==> src/cimw_pkg.sv <==
package cimw_pkg;
    // Command codes of the two words
    localparam logic [7:0] CMD_CAPABILITY = 8'h11;
    localparam logic [7:0] CMD_MODE = 8'h12;
    // Capability word: version field low, selector flag, reserved zero
    localparam logic [3:0] SPEC_VERSION_FIELD = 4'h1;
    localparam int SELECTOR_CAPABILITY_BIT = 4;
    localparam logic [15:0] CAPABILITY_VALUE = 16'h0001;
    // Mode word field positions
    localparam int MODE_HALT_BIT = 0;
    localparam int MODE_RESTORE_BIT = 2;
    localparam int MODE_MAINS_MASK_BIT = 4;
    localparam int MODE_PACK_MASK_BIT = 5;
    localparam int MODE_SOURCE_MASK_BIT = 6;
    localparam int MODE_CUTOFF_BIT = 10;
    // Only these bits are kept; restore bit 2 acts as a strobe, the rest are ignored
    localparam logic [15:0] MODE_KEEP_MASK = 16'h0471;
    // Power-on value: masks and halt clear, cutoff enabled
    localparam logic [15:0] MODE_RESET = 16'h0400;
    // Defaults loaded by restore and at power-on
    localparam logic [15:0] VOLTAGE_DEFAULT = 16'hFFFF;
    localparam logic [15:0] CURRENT_DEFAULT = 16'h00C0;
    // Status pin positions in the synchronised vector
    localparam int ST_MAINS = 0;
    localparam int ST_PACK = 1;
    localparam int ST_SOURCE = 2;
    localparam int ST_OVERHEAT = 3;
    localparam int ST_COUNT = 4;

    // Completed, acknowledged write-word from the framing logic
    typedef struct packed {
        logic valid;
        logic [7:0] cmd;
        logic [15:0] data;
    } cimw_wr_t;

    // Read-word request from the framing logic
    typedef struct packed {
        logic valid;
        logic [7:0] cmd;
    } cimw_rd_t;
endpackage

==> src/cimw_top.sv <==
`timescale 1ns/100ps
// Function
// RULE1: capability read returns version code in bits 3:0
// RULE2: selector bit and reserved bits read zero
// RULE3: mode bit 0 sets or clears halt
// RULE4: only mode writes change the halt latch
// RULE5: restore loads voltage 0xFFFF, current 0x00C0
// RULE6: restore also clears overheat and alarm latches
// RULE7: mains change interrupts unless bit 4 set
// RULE8: pack change interrupts unless bit 5 set
// RULE9: source-below-pack change interrupts unless bit 6 set
// RULE10: bit 10 lets overheat latch stop charging
// RULE11: overheat cleared by restore or pack absent
// RULE12: power-on: bits 0,4,5,6 zero, bit 10 one
// RULE13: host uses write-word and read-word, low byte first
// RULE14: unimplemented mode bits are ignored
// RULE15: only complete acknowledged writes take effect
module cimw_top (
    // Clock and reset
    input wire logic ref_clk_i,
    input wire logic nrst_i,
    // Transactions from the serial framing logic
    input wire cimw_pkg::cimw_wr_t wr_i,
    input wire cimw_pkg::cimw_rd_t rd_i,
    // Status pins from the analog side
    input wire logic mains_detected_i,
    input wire logic pack_detected_i,
    input wire logic source_below_pack_i,
    input wire logic overheat_detect_i,
    // Alarm-block set from the watchdog logic
    input wire logic alarm_set_i,
    // Read answer
    output logic rd_valid_o,
    output logic rd_hit_o,
    output logic [15:0] rd_data_o,
    // Charger control
    output logic charge_halt_o,
    output logic charger_off_o,
    output logic overheat_latch_o,
    output logic alarm_block_o,
    output logic [15:0] voltage_setpoint_o,
    output logic [15:0] current_setpoint_o,
    output logic irq_o
);

    ////////////////////////////////////////////////////////////////////
    // Status pin synchronisers

    logic [cimw_pkg::ST_COUNT-1:0] st_meta; // First stage, read by sync only
    logic [cimw_pkg::ST_COUNT-1:0] st_sync; // Safe copy
    logic [cimw_pkg::ST_COUNT-1:0] st_prev; // For change detect
    logic [cimw_pkg::ST_COUNT-1:0] st_pins; // Raw pins as a vector

    assign st_pins = {overheat_detect_i, source_below_pack_i,
                      pack_detected_i, mains_detected_i};

    // Two flops per pin, then one for the edge
    genvar gi;
    generate
        for (gi = 0; gi < cimw_pkg::ST_COUNT; gi++) begin : g_sync
            always_ff @(posedge ref_clk_i) begin
                if (!nrst_i) begin
                    st_meta[gi] <= 1'b0;
                    st_sync[gi] <= 1'b0;
                    st_prev[gi] <= 1'b0;
                end else begin
                    st_meta[gi] <= st_pins[gi];
                    st_sync[gi] <= st_meta[gi];
                    st_prev[gi] <= st_sync[gi];
                end
            end
        end
    endgenerate

    ////////////////////////////////////////////////////////////////////
    // Mode word

    logic [15:0] mode_word; // Kept bits only
    logic mode_wr; // Complete write of the mode word
    logic restore; // Restore-defaults strobe

    // The framing logic pulses valid only after the final ack
    assign mode_wr = wr_i.valid && (wr_i.cmd == cimw_pkg::CMD_MODE); // RULE15
    assign restore = mode_wr && wr_i.data[cimw_pkg::MODE_RESTORE_BIT];

    // Only a mode write touches it, so halt cannot move otherwise
    always_ff @(posedge ref_clk_i) begin
        if (!nrst_i) begin
            mode_word <= cimw_pkg::MODE_RESET; // RULE12
        end else if (mode_wr) begin
            // Unused bits dropped here, never seen downstream
            mode_word <= wr_i.data & cimw_pkg::MODE_KEEP_MASK; // RULE3 RULE4 RULE14
        end
    end

    ////////////////////////////////////////////////////////////////////
    // Setpoints

    // Restore loads defaults; zero in the bit changes nothing
    always_ff @(posedge ref_clk_i) begin
        if (!nrst_i) begin
            voltage_setpoint_o <= cimw_pkg::VOLTAGE_DEFAULT;
            current_setpoint_o <= cimw_pkg::CURRENT_DEFAULT;
        end else if (restore) begin
            voltage_setpoint_o <= cimw_pkg::VOLTAGE_DEFAULT; // RULE5
            current_setpoint_o <= cimw_pkg::CURRENT_DEFAULT; // RULE5
        end
    end

    ////////////////////////////////////////////////////////////////////
    // Overheat and alarm-block latches

    logic ovh_set; // Overheat seen
    logic ovh_clr; // Restore or pack gone

    assign ovh_set = st_sync[cimw_pkg::ST_OVERHEAT];
    assign ovh_clr = restore || !st_sync[cimw_pkg::ST_PACK];

    // Set wins over clear so a fresh event is never lost
    always_ff @(posedge ref_clk_i) begin
        if (!nrst_i) begin
            overheat_latch_o <= 1'b0;
        end else if (ovh_set) begin
            overheat_latch_o <= 1'b1;
        end else if (ovh_clr) begin
            overheat_latch_o <= 1'b0; // RULE6 RULE11
        end
    end

    // Alarm-block latch, same priority
    always_ff @(posedge ref_clk_i) begin
        if (!nrst_i) begin
            alarm_block_o <= 1'b0;
        end else if (alarm_set_i) begin
            alarm_block_o <= 1'b1;
        end else if (restore) begin
            alarm_block_o <= 1'b0; // RULE6
        end
    end

    ////////////////////////////////////////////////////////////////////
    // Charger control outputs

    // One cycle behind the state; far below any analog response time
    always_ff @(posedge ref_clk_i) begin
        if (!nrst_i) begin
            charge_halt_o <= 1'b0;
            charger_off_o <= 1'b0;
        end else begin
            charge_halt_o <= mode_word[cimw_pkg::MODE_HALT_BIT]; // RULE3
            charger_off_o <= mode_word[cimw_pkg::MODE_HALT_BIT] ||
                (mode_word[cimw_pkg::MODE_CUTOFF_BIT] &&
                 overheat_latch_o); // RULE10
        end
    end

    ////////////////////////////////////////////////////////////////////
    // Status change interrupt

    logic [2:0] st_change; // Either edge per status bit
    logic [2:0] st_masked; // Mode mask bits in same order
    logic irq_any; // Unmasked change this cycle

    assign st_change = st_sync[2:0] ^ st_prev[2:0];
    assign st_masked = {mode_word[cimw_pkg::MODE_SOURCE_MASK_BIT],
                        mode_word[cimw_pkg::MODE_PACK_MASK_BIT],
                        mode_word[cimw_pkg::MODE_MAINS_MASK_BIT]};
    assign irq_any = |(st_change & ~st_masked); // RULE7 RULE8 RULE9

    // One-cycle pulse for each cycle that has any unmasked change
    always_ff @(posedge ref_clk_i) begin
        if (!nrst_i) begin
            irq_o <= 1'b0;
        end else begin
            irq_o <= irq_any;
        end
    end

    ////////////////////////////////////////////////////////////////////
    // Read port

    logic cap_rd; // Read of the capability word
    assign cap_rd = rd_i.valid && (rd_i.cmd == cimw_pkg::CMD_CAPABILITY);

    // Answer one cycle after request; other codes answer zero, no hit
    always_ff @(posedge ref_clk_i) begin
        if (!nrst_i) begin
            rd_valid_o <= 1'b0;
            rd_hit_o <= 1'b0;
            rd_data_o <= 16'h0000;
        end else begin
            rd_valid_o <= rd_i.valid; // RULE13
            rd_hit_o <= cap_rd;
            if (cap_rd) begin
                rd_data_o <= cimw_pkg::CAPABILITY_VALUE; // RULE1 RULE2
            end else begin
                rd_data_o <= 16'h0000;
            end
        end
    end
endmodule

==> config.mk <==
export PLATFORM = sky130hd
export DESIGN_NAME = cimw_top
export DESIGN_NICKNAME = d
export VERILOG_FILES = /design/src/cimw_pkg.sv /design/src/cimw_top.sv
export SDC_FILE = /design/constraint.sdc
export NUM_CORES = 1
export LEC_CHECK = 0
export ABC_AREA = 1
export BUFFER_PORTS_ARGS = -buffer_cell sky130_fd_sc_hd__buf_4
export CORE_AREA = 2 2 60 62
export DETAILED_ROUTE_END_ITERATION = 7
export DIE_AREA = 0 0 62 64
export PLACE_DENSITY_LB_ADDON = 0.05
export SLEW_MARGIN = 20
export SYNTH_ARGS = -nofsm -noshare
export SYNTH_HDL_FRONTEND = slang
export SYNTH_SLANG_ARGS = --single-unit
export TNS_END_PERCENT = 1
==> constraint.sdc <==
create_clock -name ref_clk_i -period 0.83 [get_ports ref_clk_i]
set_input_delay 0.0415 -clock ref_clk_i [delete_from_list [all_inputs] [get_ports ref_clk_i]]
set_output_delay 0.0415 -clock ref_clk_i [all_outputs]
set_load 0.005 [all_outputs]
Word-level counts from Yosys, hierarchy flattened
Index checks and enable logic that the tools add are counted.

cells by class
  eq/ne operators = 2
  multiplexer cells = 5
  bitwise operators = 3
  reduce and logical (&&, ||, !) cells = 10

operators with widths
  operator                                       count
  == test 8 x 5 -> 1 bit, second input constant  2
  two-way mux 1 bit                              5
  logical AND 1 bit                              4
  nonzero test 2 bit                             2
  AND 3 bit                                      1
  NOT 3 bit                                      1
  OR reduction 3 bit                             1
  XOR 3 bit                                      1
  logical OR 1 bit                               2
  logical NOT 1 bit                              1

word-level totals
  register bits after elaboration = 39
  logic and storage cells = 40

Logic depth before layout (Yosys ltp)
  depth in word-level cells = 6
  gate-level depth with buffers = 7
  mapped depth without buffers = 7

Least setup slack after synthesis
OpenSTA, ideal clock, no wires.

  path type = register to register
  start point = register st_sync[1] in the netlist's numbering
  end point = register irq_o
  library setup time = 0.109 ns
  arrival = 0.641 ns
  slack = 0.080 ns
  cell stages (with the launch flop) = 6
  path buffers = 0
  clock period less this slack = 0.750 ns
  cells stage by stage = dfxtp_1 -> a21oi_1 -> o21ai_0 -> o211ai_1 -> nand2_1 -> inv_1

on the way
  word-level cells in the longest chain between the ends = 3

RTL lines
  item                             line             RTL
  start, declared                  cimw_top.sv:50   logic [cimw_pkg::ST_COUNT-1:0] st_sync;
  start signal, assigned by index  cimw_top.sv:68   st_sync[gi] <= st_meta[gi];
  XOR 3 bit                        cimw_top.sv:164  assign st_change = st_sync[2:0] ^ st_prev[2:0];
  AND 3 bit                        cimw_top.sv:168  assign irq_any = |(st_change & ~st_masked);
  OR reduction 3 bit               cimw_top.sv:168
  end signal, assigned             cimw_top.sv:175  irq_o <= irq_any;
  end, declared                    cimw_top.sv:43   output logic irq_o

Every way passes these cells.
A chain may end at the register's enable or synchronous reset.

Worst setup path after layout
  start point = register rd_hit_o
  end point = output port rd_hit_o

RTL lines
  item                    line             RTL
  start, declared         cimw_top.sv:34   output logic rd_hit_o,
  start signal, assigned  cimw_top.sv:193  rd_hit_o <= cap_rd;

No word-level cell between the ends.

==> impl_metrics.tcl <==
set metrics [dict create \
    finalSetupViolations 0 \
    cp_top_family "flip-flops" \
    synth_warnings 0 \
    cts_buffer_depth 2 \
    cellLeakagePower_nw 0.9812 \
    crit_required_ns 0.79 \
    vias 921 \
    cp_max_fo 2 \
    synth_seq_cells 23 \
    combPwrFrac 0.171 \
    intPower_mw 1.524 \
    synth_compound_area_frac 0.03067 \
    synthToLayoutAreaGrowth_pct 31.70 \
    die_y_um 64 \
    power_frac_clock 0.249 \
    final_area_um2 1612 \
    ys_seq_area_frac 0.3763 \
    seq_area_um2 465.4 \
    synth-simple-area-share 0.1810 \
    dp.cells 242 \
    holdPathStages 3 \
    power_mw 1.993 \
    cts_tree "built" \
    io_pins 96 \
    grt_max_degree 13 \
    min_to "mode_word[10]" \
    synthAdderAreaFrac 0 \
    arrival_ns 0.76 \
    place_hpwl_mm 1.426 \
    r2r_end "irq_o" \
    maxSlewViolCount 0 \
    fmax_ghz 1.244 \
    hold_viol_final 0 \
    mostFrequentLayoutCell "conb_1" \
    antenna_left 0 \
    instances_no_fill 265 \
    avgSynthCellArea_um2 7.554 \
    outcome "finished clean" \
    netSwitchingPower_mw 0.4682 \
    drt_iter0_drc 13 \
    io_buffers 38 \
    cts_sinks 23 \
    drt_pass1_iterations 4 \
    synth_largest_area_cell "dfxtp_1" \
    fp.dieW_um 62 \
    max-cap-violations 0 \
    slowest_delay_ns 0.34 \
    holdCritPathClass "in2reg" \
    critical_path_class "reg2out" \
    totalWireLength_mm 1.986 \
    finalCriticalPeriod_ns 0.8038 \
    start_util 0.3726 \
    worstSetupStartpointType "register" \
    p_seq_frac 0.579 \
    power_density_nw_per_um2 1236 \
    grt_util_all_layers 0.1054 \
    core_um2 3284 \
    via_per_inst 3.475 \
    path_cells "buf_4" \
    grt_pass1_wl_mm 3.243 \
    period_share 0.9685 \
    wl_per_cell_um 7.494 \
    tns_ns 0 \
    dieArea_um2 3968 \
    cts_max_level 1 \
    multiInputGateArea_um2 454.2 \
    synth_top_family_by_area "buffers and inverters" \
    clk_pin_slew_ns 0.12 \
    holdCritStartpoint "wr_i[10]" \
    irDropWorstVdd_v 0.0009228 \
    place_congestion 0.7539 \
    worstSkewPairLatency_ns 0.30 \
    clock_skew_ns 0.002558 \
    drive_above_1_share 0.2420 \
    synth_top_area_frac 0.3763 \
    num_rows 21 \
    switching_share 0.2350 \
    cts_made_buffers 3 \
    synth_cell_type_count 17 \
    synthCells 162 \
    syn_area_um2 1224 \
    synth_xor_xnor_area_share 0.007157 \
    post_dp_cell_area_um2 1364 \
    r2r-start "st_sync[1]" \
    rsz0062_at_grt "yes" \
    critical_path_buf_inv_count 1 \
    crit_slowest_cell "dfxtp_2" \
    rr_worst_depth 5 \
    synthMuxAreaShare 0 \
    drc 0 \
    ff2ff_setup_slack_ns 0.03 \
    nNetsFinal 261 \
    antenna_found_initial 0 \
    cts_root_buf "clkbuf_4" \
    crit_path_end_kind "primary output" \
    grt_pass1_vias 833 \
    final_cell_mix "conb_1, buf_4, nand2_1" \
    overflow 0 \
    diodes 0 \
    synth_area_leaders "dfxtp_1, buf_4, nand2_1" \
    fill_cells 324 \
]
==> power groups by stage <==
stage          Clock [mW]  Combinational (mW)  Sequential, mW
2_1_floorplan           0               0.282            1.18
3_3_place_gp            0               0.254            1.18
3_5_place_dp            0               0.259            1.18
4_1_cts             0.532               0.331            1.15
5_1_grt             0.569               0.393            1.16
6_report            0.497               0.341            1.15
==> per-stage QoR <==
step                hold WS [ns]  worst slack [ns]    util
finish                   0.01142           0.02617  0.4907
global route             0.01017          -0.02661  0.4907
CTS                     0.002765          0.005368  0.4830
detailed placement        0.2082          -0.04356  0.4152
global placement          0.2064          -0.03375  0.4152
floorplan                 0.1177           0.08045       -
==> synthesized netlist by cell type <==
library cell and count:
nor4_1 1, inv_1 29, o211ai_1 1, nor2_2 3, clkbuf_8 1, nand3_1 2, xnor2_1 1, nand3_4 1
dfxtp_1 23, nor2_1 9, o21ai_0 2, nand2_1 31, conb_1 2, buf_4 48, buf_2 1, a21oi_1 4
nand4_1 3
==> sequential cells by signal (all words and copies together) (netlist names) <==
register,cells
rd_valid_o,1
rd_hit_o,1
charge_halt_o,1
mode_word,5
irq_o,1
st_meta,4
alarm_block_o,1
charger_off_o,1
ovh_set,1
overheat_latch_o,1
st_sync,3
st_prev,3
==> cells by family (layout without fill, tap and decap cells) <==
kind of cell    after synthesis  after routing
buf+inv                      79             91
simple gates                 50             50
xor+xnor                      1              1
compound gates                7              7
other cells                   2             47
flops                        23             23
==> layout make-up <==
class | count | share of cell area
Inverter | 29 | 0.06755
Tap cell | 46 | 0.03571
Clock buffer | 4 | 0.01630
Sequential cell | 23 | 0.2888
Timing Repair Buffer | 58 | 0.3098
Multi-Input combinational cell | 105 | 0.2818
==> per-layer routing <==
metal  track usage  vias up  part of all wire  wire, µm
li1              -      495                 -         -
met1        0.1095      376              0.38       748
met2        0.1914       48              0.53      1043
met3       0.04858        2             0.091       180
met4       0.01330        0            0.0060        12
met5             0        -                 0         0
==> timing repair <==
action                                  4_1_cts  5_1_grt
gates cloned                                  0        0
pin swaps                                     0        4
endpoints found under the setup margin        2        6
hold endpoints to repair                     12        0
hold buffers                                 19        0
gates resized for setup                       4       11
setup buffers                                 0        0
==> how the worst max path moves through the flow <==
| stage | cells after the start | from | end |
|---|---|---|---|
| finish | 1 | rd_hit_o | rd_hit_o |
| global route | 1 | overheat_latch_o | overheat_latch_o |
| CTS | 1 | overheat_latch_o | overheat_latch_o |
| detailed placement | 7 | wr_i[21] | mode_word[5] |
| global placement | 7 | wr_i[21] | mode_word[4] |
| floorplan | 5 | st_sync[1] | irq_o |
(Power assumes the default switching activity.)
